$ cat src/rtl/pcic_cfg.svh
// constants for the configuration identity and command block
`ifndef PCIC_CFG_SVH
`define PCIC_CFG_SVH

// ****************************************************************
// byte offsets and dword indices of the configuration header
// ****************************************************************
`define PCIC_OFS_MAKER 8'h00
`define PCIC_OFS_PART 8'h02
`define PCIC_OFS_CMD 8'h04
`define PCIC_DW_IDENT 6'h00
`define PCIC_DW_CMD 6'h01

// ****************************************************************
// command register field positions
// ****************************************************************
`define PCIC_BIT_INT_INHIBIT 10
`define PCIC_BIT_BACK_TO_BACK 9
`define PCIC_BIT_SYS_ERR 8
`define PCIC_BIT_RSVD7 7
`define PCIC_BIT_PARITY 6
`define PCIC_BIT_PALETTE 5
`define PCIC_BIT_INVALIDATE 4
`define PCIC_BIT_SPECIAL 3
`define PCIC_BIT_INITIATOR 2
`define PCIC_BIT_MEM_SPACE 1
`define PCIC_BIT_PORT_SPACE 0

// ****************************************************************
// reset values, masks and identity defaults
// ****************************************************************
`define PCIC_CMD_RESET 16'h0000
`define PCIC_CMD_WR_MASK 16'h0556
`define PCIC_RSP_RESET 32'h00000000
`define PCIC_MAKER_DEFAULT 16'h1A2B
`define PCIC_PART_DEFAULT 16'h3C4D

// ****************************************************************
// initiator bus command codes
// ****************************************************************
`define PCIC_BUSCMD_MEMWR 4'h7
`define PCIC_BUSCMD_MWI 4'hF
`define PCIC_BUSCMD_IDLE 4'h0

`endif

$ cat src/rtl/pcic_pkg.sv
// types shared by the configuration identity and command block
package pcic_pkg;

   // ****************************************************************
   // configuration access request and answer
   // ****************************************************************
   typedef struct packed {
      logic valid;
      logic write;
      logic [5:0] dword;
      logic [3:0] byteEn;
      logic [31:0] wrData;
   } pcic_cfg_req_s;

   typedef struct packed {
      logic valid;
      logic [31:0] rdData;
   } pcic_cfg_rsp_s;

   // ****************************************************************
   // events and requests from the host-controller datapath
   // ****************************************************************
   typedef struct packed {
      logic intPending;
      logic addrParityErr;
      logic dataParityErr;
      logic masterReq;
      logic memWriteReq;
      logic memCycleHit;
      logic specialCycle;
      logic portCycleHit;
   } pcic_dp_req_s;

   // ****************************************************************
   // gated bus-side results
   // ****************************************************************
   typedef struct packed {
      logic intAssert;
      logic serrOut;
      logic serrOe;
      logic perrOut;
      logic perrOe;
      logic masterGo;
      logic [3:0] busCmd;
      logic memClaim;
      logic specialAccept;
      logic portClaim;
      logic backToBack;
   } pcic_dp_gate_s;

endpackage : pcic_pkg

$ cat src/rtl/pcic_gate.sv
// gating of datapath requests by the command register enables
`timescale 1ns/10ps
`include "pcic_cfg.svh"

module pcic_gate (
   // clock and reset
   input wire logic clock,
   input wire logic arst_n,
   // command register contents
   input wire logic [15:0] command,
   // datapath requests
   input wire pcic_pkg::pcic_dp_req_s dpReq,
   // gated bus-side results
   output pcic_pkg::pcic_dp_gate_s dpGate
);

   pcic_pkg::pcic_dp_gate_s next_dpGate;

   // combine each datapath request except specialCycle and portCycleHit with its enable bit; those two are dropped
   always_comb begin
      next_dpGate = '0;
      // pending status is never altered, only its drive is blocked
      next_dpGate.intAssert = dpReq.intPending &
         ~command[`PCIC_BIT_INT_INHIBIT];
      // open-drain error pins pull low while enabled
      next_dpGate.serrOut = 1'b0;
      next_dpGate.serrOe = dpReq.addrParityErr & command[`PCIC_BIT_SYS_ERR];
      next_dpGate.perrOut = 1'b0;
      next_dpGate.perrOe = dpReq.dataParityErr & command[`PCIC_BIT_PARITY];
      next_dpGate.masterGo = dpReq.masterReq & command[`PCIC_BIT_INITIATOR];
      if (dpReq.memWriteReq && command[`PCIC_BIT_INITIATOR]) begin
         if (command[`PCIC_BIT_INVALIDATE]) begin
            next_dpGate.busCmd = `PCIC_BUSCMD_MWI;
         end else begin
            next_dpGate.busCmd = `PCIC_BUSCMD_MEMWR;
         end
      end else begin
         next_dpGate.busCmd = `PCIC_BUSCMD_IDLE;
      end
      next_dpGate.memClaim = dpReq.memCycleHit & command[`PCIC_BIT_MEM_SPACE];
      next_dpGate.specialAccept = 1'b0;
      next_dpGate.portClaim = 1'b0;
      next_dpGate.backToBack = 1'b0;
   end

   // register the gated results
   always_ff @(posedge clock or negedge arst_n) begin
      if (!arst_n) begin
         dpGate <= '0;
      end else begin
         dpGate <= next_dpGate;
      end
   end

endmodule : pcic_gate

$ cat src/rtl/pcic_top.sv
// configuration identity words and command register with enable gating
`timescale 1ns/10ps
`include "pcic_cfg.svh"


module pcic_top #(
   parameter logic [15:0] MAKER_ID = `PCIC_MAKER_DEFAULT, // arbitrary value
   parameter logic [15:0] PART_ID = `PCIC_PART_DEFAULT // arbitrary value
) (
   // clock and reset
   input wire logic clock,
   input wire logic arst_n,
   // configuration access port
   input wire pcic_pkg::pcic_cfg_req_s cfgReq,
   output pcic_pkg::pcic_cfg_rsp_s cfgRsp,
   // datapath requests
   input wire pcic_pkg::pcic_dp_req_s dpReq,
   // command register contents and gated results
   output logic [15:0] command,
   output pcic_pkg::pcic_dp_gate_s dpGate
);

   // ****************************************************************
   // helper functions
   // ****************************************************************

   // expand byte enables of the low half-word into a bit mask
   function automatic logic [15:0] laneMask(input logic [3:0] byteEn);
      laneMask = {{8{byteEn[1]}}, {8{byteEn[0]}}};
   endfunction : laneMask

   // merge a write into the command register, writable bits only
   function automatic logic [15:0] cmdMerge(
      input logic [15:0] current,
      input logic [15:0] data,
      input logic [3:0] byteEn
   );
      logic [15:0] mask;
      mask = laneMask(byteEn) & `PCIC_CMD_WR_MASK;
      cmdMerge = (current & ~mask) | (data & mask);
   endfunction : cmdMerge

   // read view of the command register with hardwired bits zero
   function automatic logic [15:0] cmdView(input logic [15:0] current);
      cmdView = current & `PCIC_CMD_WR_MASK;
   endfunction : cmdView

   // read data for a dword index; unmapped dwords return zero
   function automatic logic [31:0] readWord(
      input logic [5:0] dword,
      input logic [15:0] current
   );
      case (dword)
         `PCIC_DW_IDENT: begin
            readWord = {PART_ID, MAKER_ID};
         end
         `PCIC_DW_CMD: begin
            // status half reads zero here, it lives elsewhere
            readWord = {16'h0000, cmdView(current)};
         end
         default: begin
            readWord = 32'h00000000;
         end
      endcase
   endfunction : readWord

   // ****************************************************************
   // command register
   // ****************************************************************

   logic [15:0] next_command;
   logic cmdWrite;

   // a write hits the command register only at its dword
   assign cmdWrite = cfgReq.valid & cfgReq.write & (cfgReq.dword == `PCIC_DW_CMD);

   // identity dword writes fall through and change nothing
   always_comb begin
      next_command = command;
      if (cmdWrite) begin
         next_command = cmdMerge(command, cfgReq.wrData[15:0], cfgReq.byteEn);
      end
   end

   // store the command register, cleared on reset
   always_ff @(posedge clock or negedge arst_n) begin
      if (!arst_n) begin
         command <= `PCIC_CMD_RESET;
      end else begin
         command <= next_command;
      end
   end

   // ****************************************************************
   // configuration answer
   // ****************************************************************

   pcic_pkg::pcic_cfg_rsp_s next_cfgRsp;

   // every access is answered one cycle later; reads carry data
   always_comb begin
      next_cfgRsp = '0;
      if (cfgReq.valid) begin
         next_cfgRsp.valid = 1'b1;
         if (!cfgReq.write) begin
            next_cfgRsp.rdData = readWord(cfgReq.dword, command);
         end
      end
   end

   // register the answer
   always_ff @(posedge clock or negedge arst_n) begin
      if (!arst_n) begin
         cfgRsp <= '0;
      end else begin
         cfgRsp <= next_cfgRsp;
      end
   end

   // ****************************************************************
   // enable gating of the datapath
   // ****************************************************************

   // software must set memory response before touching mapped registers
   pcic_gate u_gate (
      .clock(clock),
      .arst_n(arst_n),
      .command(command),
      .dpReq(dpReq),
      .dpGate(dpGate)
   );

endmodule : pcic_top

$ cat config.mk
export PLATFORM = sky130hd
export DESIGN_NAME = pcic_top
export DESIGN_NICKNAME = d
export VERILOG_FILES = /design/src/rtl/pcic_pkg.sv /design/src/rtl/pcic_gate.sv /design/src/rtl/pcic_top.sv
export VERILOG_INCLUDE_DIRS = /design/src /design/src/rtl
export SDC_FILE = /design/constraint.sdc
export NUM_CORES = 1
export LEC_CHECK = 0
export BUFFER_PORTS_ARGS = -buffer_cell sky130_fd_sc_hd__clkbuf_2
export CAP_MARGIN = 20
export CORE_MARGIN = 3
export CORE_UTILIZATION = 36
export CTS_CLUSTER_DIAMETER = 120
export CTS_CLUSTER_SIZE = 10
export DETAILED_ROUTE_END_ITERATION = 16
export HOLD_SLACK_MARGIN = 0.12
export PLACE_DENSITY = 0.89
export SLEW_MARGIN = 10
export SYNTH_ARGS = -nofsm -noshare
export SYNTH_HDL_FRONTEND = slang
export SYNTH_SLANG_ARGS = --single-unit
$ cat constraint.sdc
create_clock -name clock -period 2.53 [get_ports clock]
set_input_delay 0.506 -clock clock [delete_from_list [all_inputs] [get_ports clock]]
set_output_delay 0.506 -clock clock [all_outputs]
set_load 0.1 [all_outputs]
### After elaboration in Yosys (flattened, before gate mapping)

Index checks and enable logic that the tools add are counted.

| operators by class | value |
|---|---|
| equal/unequal tests | 1 |
| muxes and demuxes | 5 |
| bitwise logic cells | 12 |
| reduce and logical (&&, ||, !) cells | 2 |

Operators by type and width:

| kind | number |
|---|---|
| case mux 30 bit (2 select lines) | 1 |
| two-way mux 33 bit | 1 |
| two-way mux 32 bit | 1 |
| AND 16 x 11 -> 16 bit | 1 |
| AND 16 bit | 1 |
| NOT 11 -> 16 bit | 1 |
| OR 16 bit | 1 |
| two-way mux 4 bit | 2 |
| AND 1 bit | 7 |
| equality test 6 x 1 -> 1 bit (second input constant) | 1 |
| logical NOT 6 bit | 1 |
| logical AND 1 bit | 1 |
| NOT 1 bit | 1 |

| word-level totals | value |
|---|---|
| register bits | 58 |
| logic and storage cells | 29 |

### Depth between registers and ports, before layout

| depth | value |
|---|---|
| word-level depth | 4 |
| depth in mapped cells | 3 |

### Cells and area by module

A second synthesis with hierarchy kept.

| unflattened totals | value |
|---|---|
| cells, all modules | 94 |
| area total of the unflattened synthesis | 1081.0 um^2 |

Modules (own cells, without submodules):

| module | instances | cells each | area an instance (um^2) | seq. area each (um^2) |
|---|---|---|---|---|
| pcic_top | 1 | 72 | 804.5 | 350.3 |
| pcic_gate | 1 | 22 | 276.5 | 175.2 |

### Least setup slack after synthesis

No wires, ideal clock.

| timing path | value |
|---|---|
| path type | register -> output |
| from | reg cfgRsp[28] (netlist name) |
| to | out cfgRsp[11] (netlist bit) |
| arrival time | 1.523 ns |
| setup slack | 0.501 ns |
| stages on the path, launching flop included | 2 |
| buffers on the path | 1 |
| cells stage by stage | dfrtp_1 -> buf_4 |

RTL lines:

| element | RTL line | RTL |
|---|---|---|
| end, declared | pcic_top.sv:15 | `output pcic_pkg::pcic_cfg_rsp_s cfgRsp,` |

==> summary.md <==
| Metric | Value |
|---|---|
| Status | completed |
| TritonCTS buffer count | 3 |
| Syn-to-layout area delta | 13.5% |
| Crit-path max cell delay | 0.55 ns |
| # DRC | 0 |
| Port-buffer cells | 59 |
| ANT cells | 0 |
| NetSw | 365 uW |
| Final Slew Violations | 0 |
| CP cell instances | clkbuf_2 |
| CP arrival | 1.37 ns |
| Total negative slack | 0 ns |
| Worst-skew pair later-pin latency | 0.29 ns |
| Post-layout net count | 194 |
| Cell family with most CP delay | flip-flops |
| Total routed wirelength | 1660 um |
| Final global-route overflow total | 0 |
| Routed Antenna Nets | 0 |
| Setup crit start kind | flip-flop |
| Max Fclk | 0.532 GHz |
| R2R setup slack | 1.69 ns |
| Setup CP Type | reg -> out |
| Post-CTS Setup Inserts | 0 |
| P per Cell Area | 655 nW/um^2 |
| Vias/cell | 3.96 |
| Complex-gate fraction of the synthesized area | 0.469% |
| Synth cell types | 18 |
| Core area | 2780 um^2 |
| Largest family of logic cells by synthesized area | buffers and inverters |
| Post-Synth XOR/XNOR Area | 0% |
| Synth area leaders | dfrtp_1, buf_4, and2_1 |
| Max Root-Sink Buffers | 2 |
| Maximum fanout along the worst path | 14 |
| Yosys warnings | 0 |
| Peak supply drop | 0.406 mV |
| Slew headroom | 63.4% |
| Post-Synth Adder-Cell Area | 0% |
| Hold Fails Final Rpt | 0 |
| Largest net degree at the start of global routing | 22 |
| Layout cells sized above 1 | 49.6% |
| Clk_skew | 0.000694 ns |
| Sw Share | 46.0% |
| Detailed-route wire length per cell | 9.77 um |
| Die width | 60.5 um |
| Cell count after synthesis | 92 |
| Global placer's final weighted congestion | 0.645 |
| Resized cells post-CTS | 0 |
| Hold-fix buffers at CTS | 0 |
| Min Tclk post-route | 1.88 ns |
| Sequential-to-total area share from yosys stat | 49.2% |
| DR iter-0 viols | 6 |
| Max cap viols | 0 |
| Buffer and inverter count on the worst path | 1 |
| First-pass GRT wire length | 2360 um |
| Reg clk slew, reported paths | 0.10 ns |
| GRT Util Overall | 8.97% |
| Sequential group share of total power | 44.1% |
| Worst hold path type | in -> async |
| Initial core utilization | 38.4% |
| Mapped Area | 1070 um^2 |
| Worst slew pin tran | 0.551 ns |
| TritonRoute pass-1 iters | 3 |
| Mux contribution to synthesized area | 6.33% |
| Vias | 673 |
| Design Power | 793 uW |
| Syn Area/Cell | 11.6 um^2 |
| Reg2Reg Depth | 1 |
| Slowest cell on the critical path | dfrtp_1 |
| Area leader, netlist | dfrtp_1 |
| Vias in the first global route | 572 |
| Site Rows | 19 |
| Synth top area share | 49.2% |
| Die span in y | 60.5 um |
| Combinational power share | 37.0% |
| Leak pwr | 0.000753 uW |
| # setup viols final | 0 |
| Dpl hpwl | 1460 um |
| CTS sink cnt | 21 |
| Clock group share of total power | 18.9% |
| Period utilization | 74.3% |
| Worst EP required | 2.02 ns |
| Crit. End Element | output pin |
| Area of the die | 3650 um^2 |
| RSZ-0062 raised after global routing | false |
| TritonCTS clock tree | built |
| Htree depth | 1 |
| Simple-gate portion of the synthesized area | 13.7% |
| Root buffer cell | clkbuf_4 |
| Internal power | 428 uW |
| Initial antenna violation count | 0 |
| Ports | 117 |
| Seq cells post-synth | 21 |
[metrics by stage]
stage	worst slack [ns]	hold slack (ns)	util, %	cells	area (um^2)
floorplan	0.501	0.210	-	118	1160
global placement	0.926	0.467	42.6	166	1180
detailed placement	0.910	0.485	42.6	166	1180
CTS	0.638	0.156	43.5	170	1210
global route	0.551	0.154	43.5	170	1210
finish	0.650	0.154	43.5	170	1210
[power by group through the flow]
stage | Sequential, uW | Combinational [uW] | Clock, uW
floorplan | 418 | 228 | 0
global placement | 356 | 292 | 0
detailed placement | 356 | 293 | 0
CTS | 350 | 293 | 155
global route | 351 | 303 | 170
finish | 350 | 293 | 150
[cells in the final DEF (no fill, tap or decap)]
cell type	count
mux2_1	4
clkbuf_4	3
nor2b_1	1
conb_1	27
dfrtp_1	21
mux2_2	2
a21oi_1	1
nand3_2	1
clkinv_2	1
inv_1	1
and4bb_2	1
nor4b_4	1
and2_1	10
nand3_1	1
and3_1	1
clkbuf_2	59
and3_2	1
nor2_1	1
nor3_1	1
nand2_1	1
[worst max path at each step]
stage	from	to	slack, ns	depth (start not counted)
floorplan	cfgRsp[28]	cfgRsp[11]	0.50	1
global placement	cfgReq[41]	flip-flop	0.93	4
detailed placement	cfgReq[41]	flip-flop	0.91	4
CTS	cfgRsp[28]	cfgRsp[28]	0.64	1
global route	cfgRsp[28]	cfgRsp[9]	0.55	1
finish	cfgRsp[28]	cfgRsp[22]	0.65	1
[Yosys cell counts]
master     n
mux2_1     4
conb_1     1
mux2_2     2
nand2_1    1
nor2b_1    1
inv_1      1
nor4b_4    1
nor3_1     1
dfrtp_1   21
and3_1     1
nand3_1    1
and2_1    10
a21oi_1    1
and4bb_2   1
nand3_2    1
nor2_1     1
and3_2     1
buf_4     42
[routing by layer]
layer	vias up	wire length [um]	track usage (%)	part of all wire (%)
met3	4	251	2.55	15
met4	0	29	5.57	1.7
met1	296	468	8.09	28
li1	319	-	-	-
met2	54	912	17.3	55
met5	-	0	0	0
[cell families after synthesis]
group           count (synthesis)
buf+inv                        43
mux                             6
flops                          21
other cells                     1
compound gates                  1
simple gates                   20
[cell type report]
type / count / area [um^2]
Sequential cell: 21 / 526
Tap cell: 31 / 38.8
Timing Repair Buffer: 59 / 295
Fill cell: 276 / 1570
Clock inverter: 1 / 5.00
Multi-Input combinational cell: 54 / 320
Clock buffer: 3 / 22.5
Inverter: 1 / 3.75
Note: power is estimated with default switching activity, not from simulation.
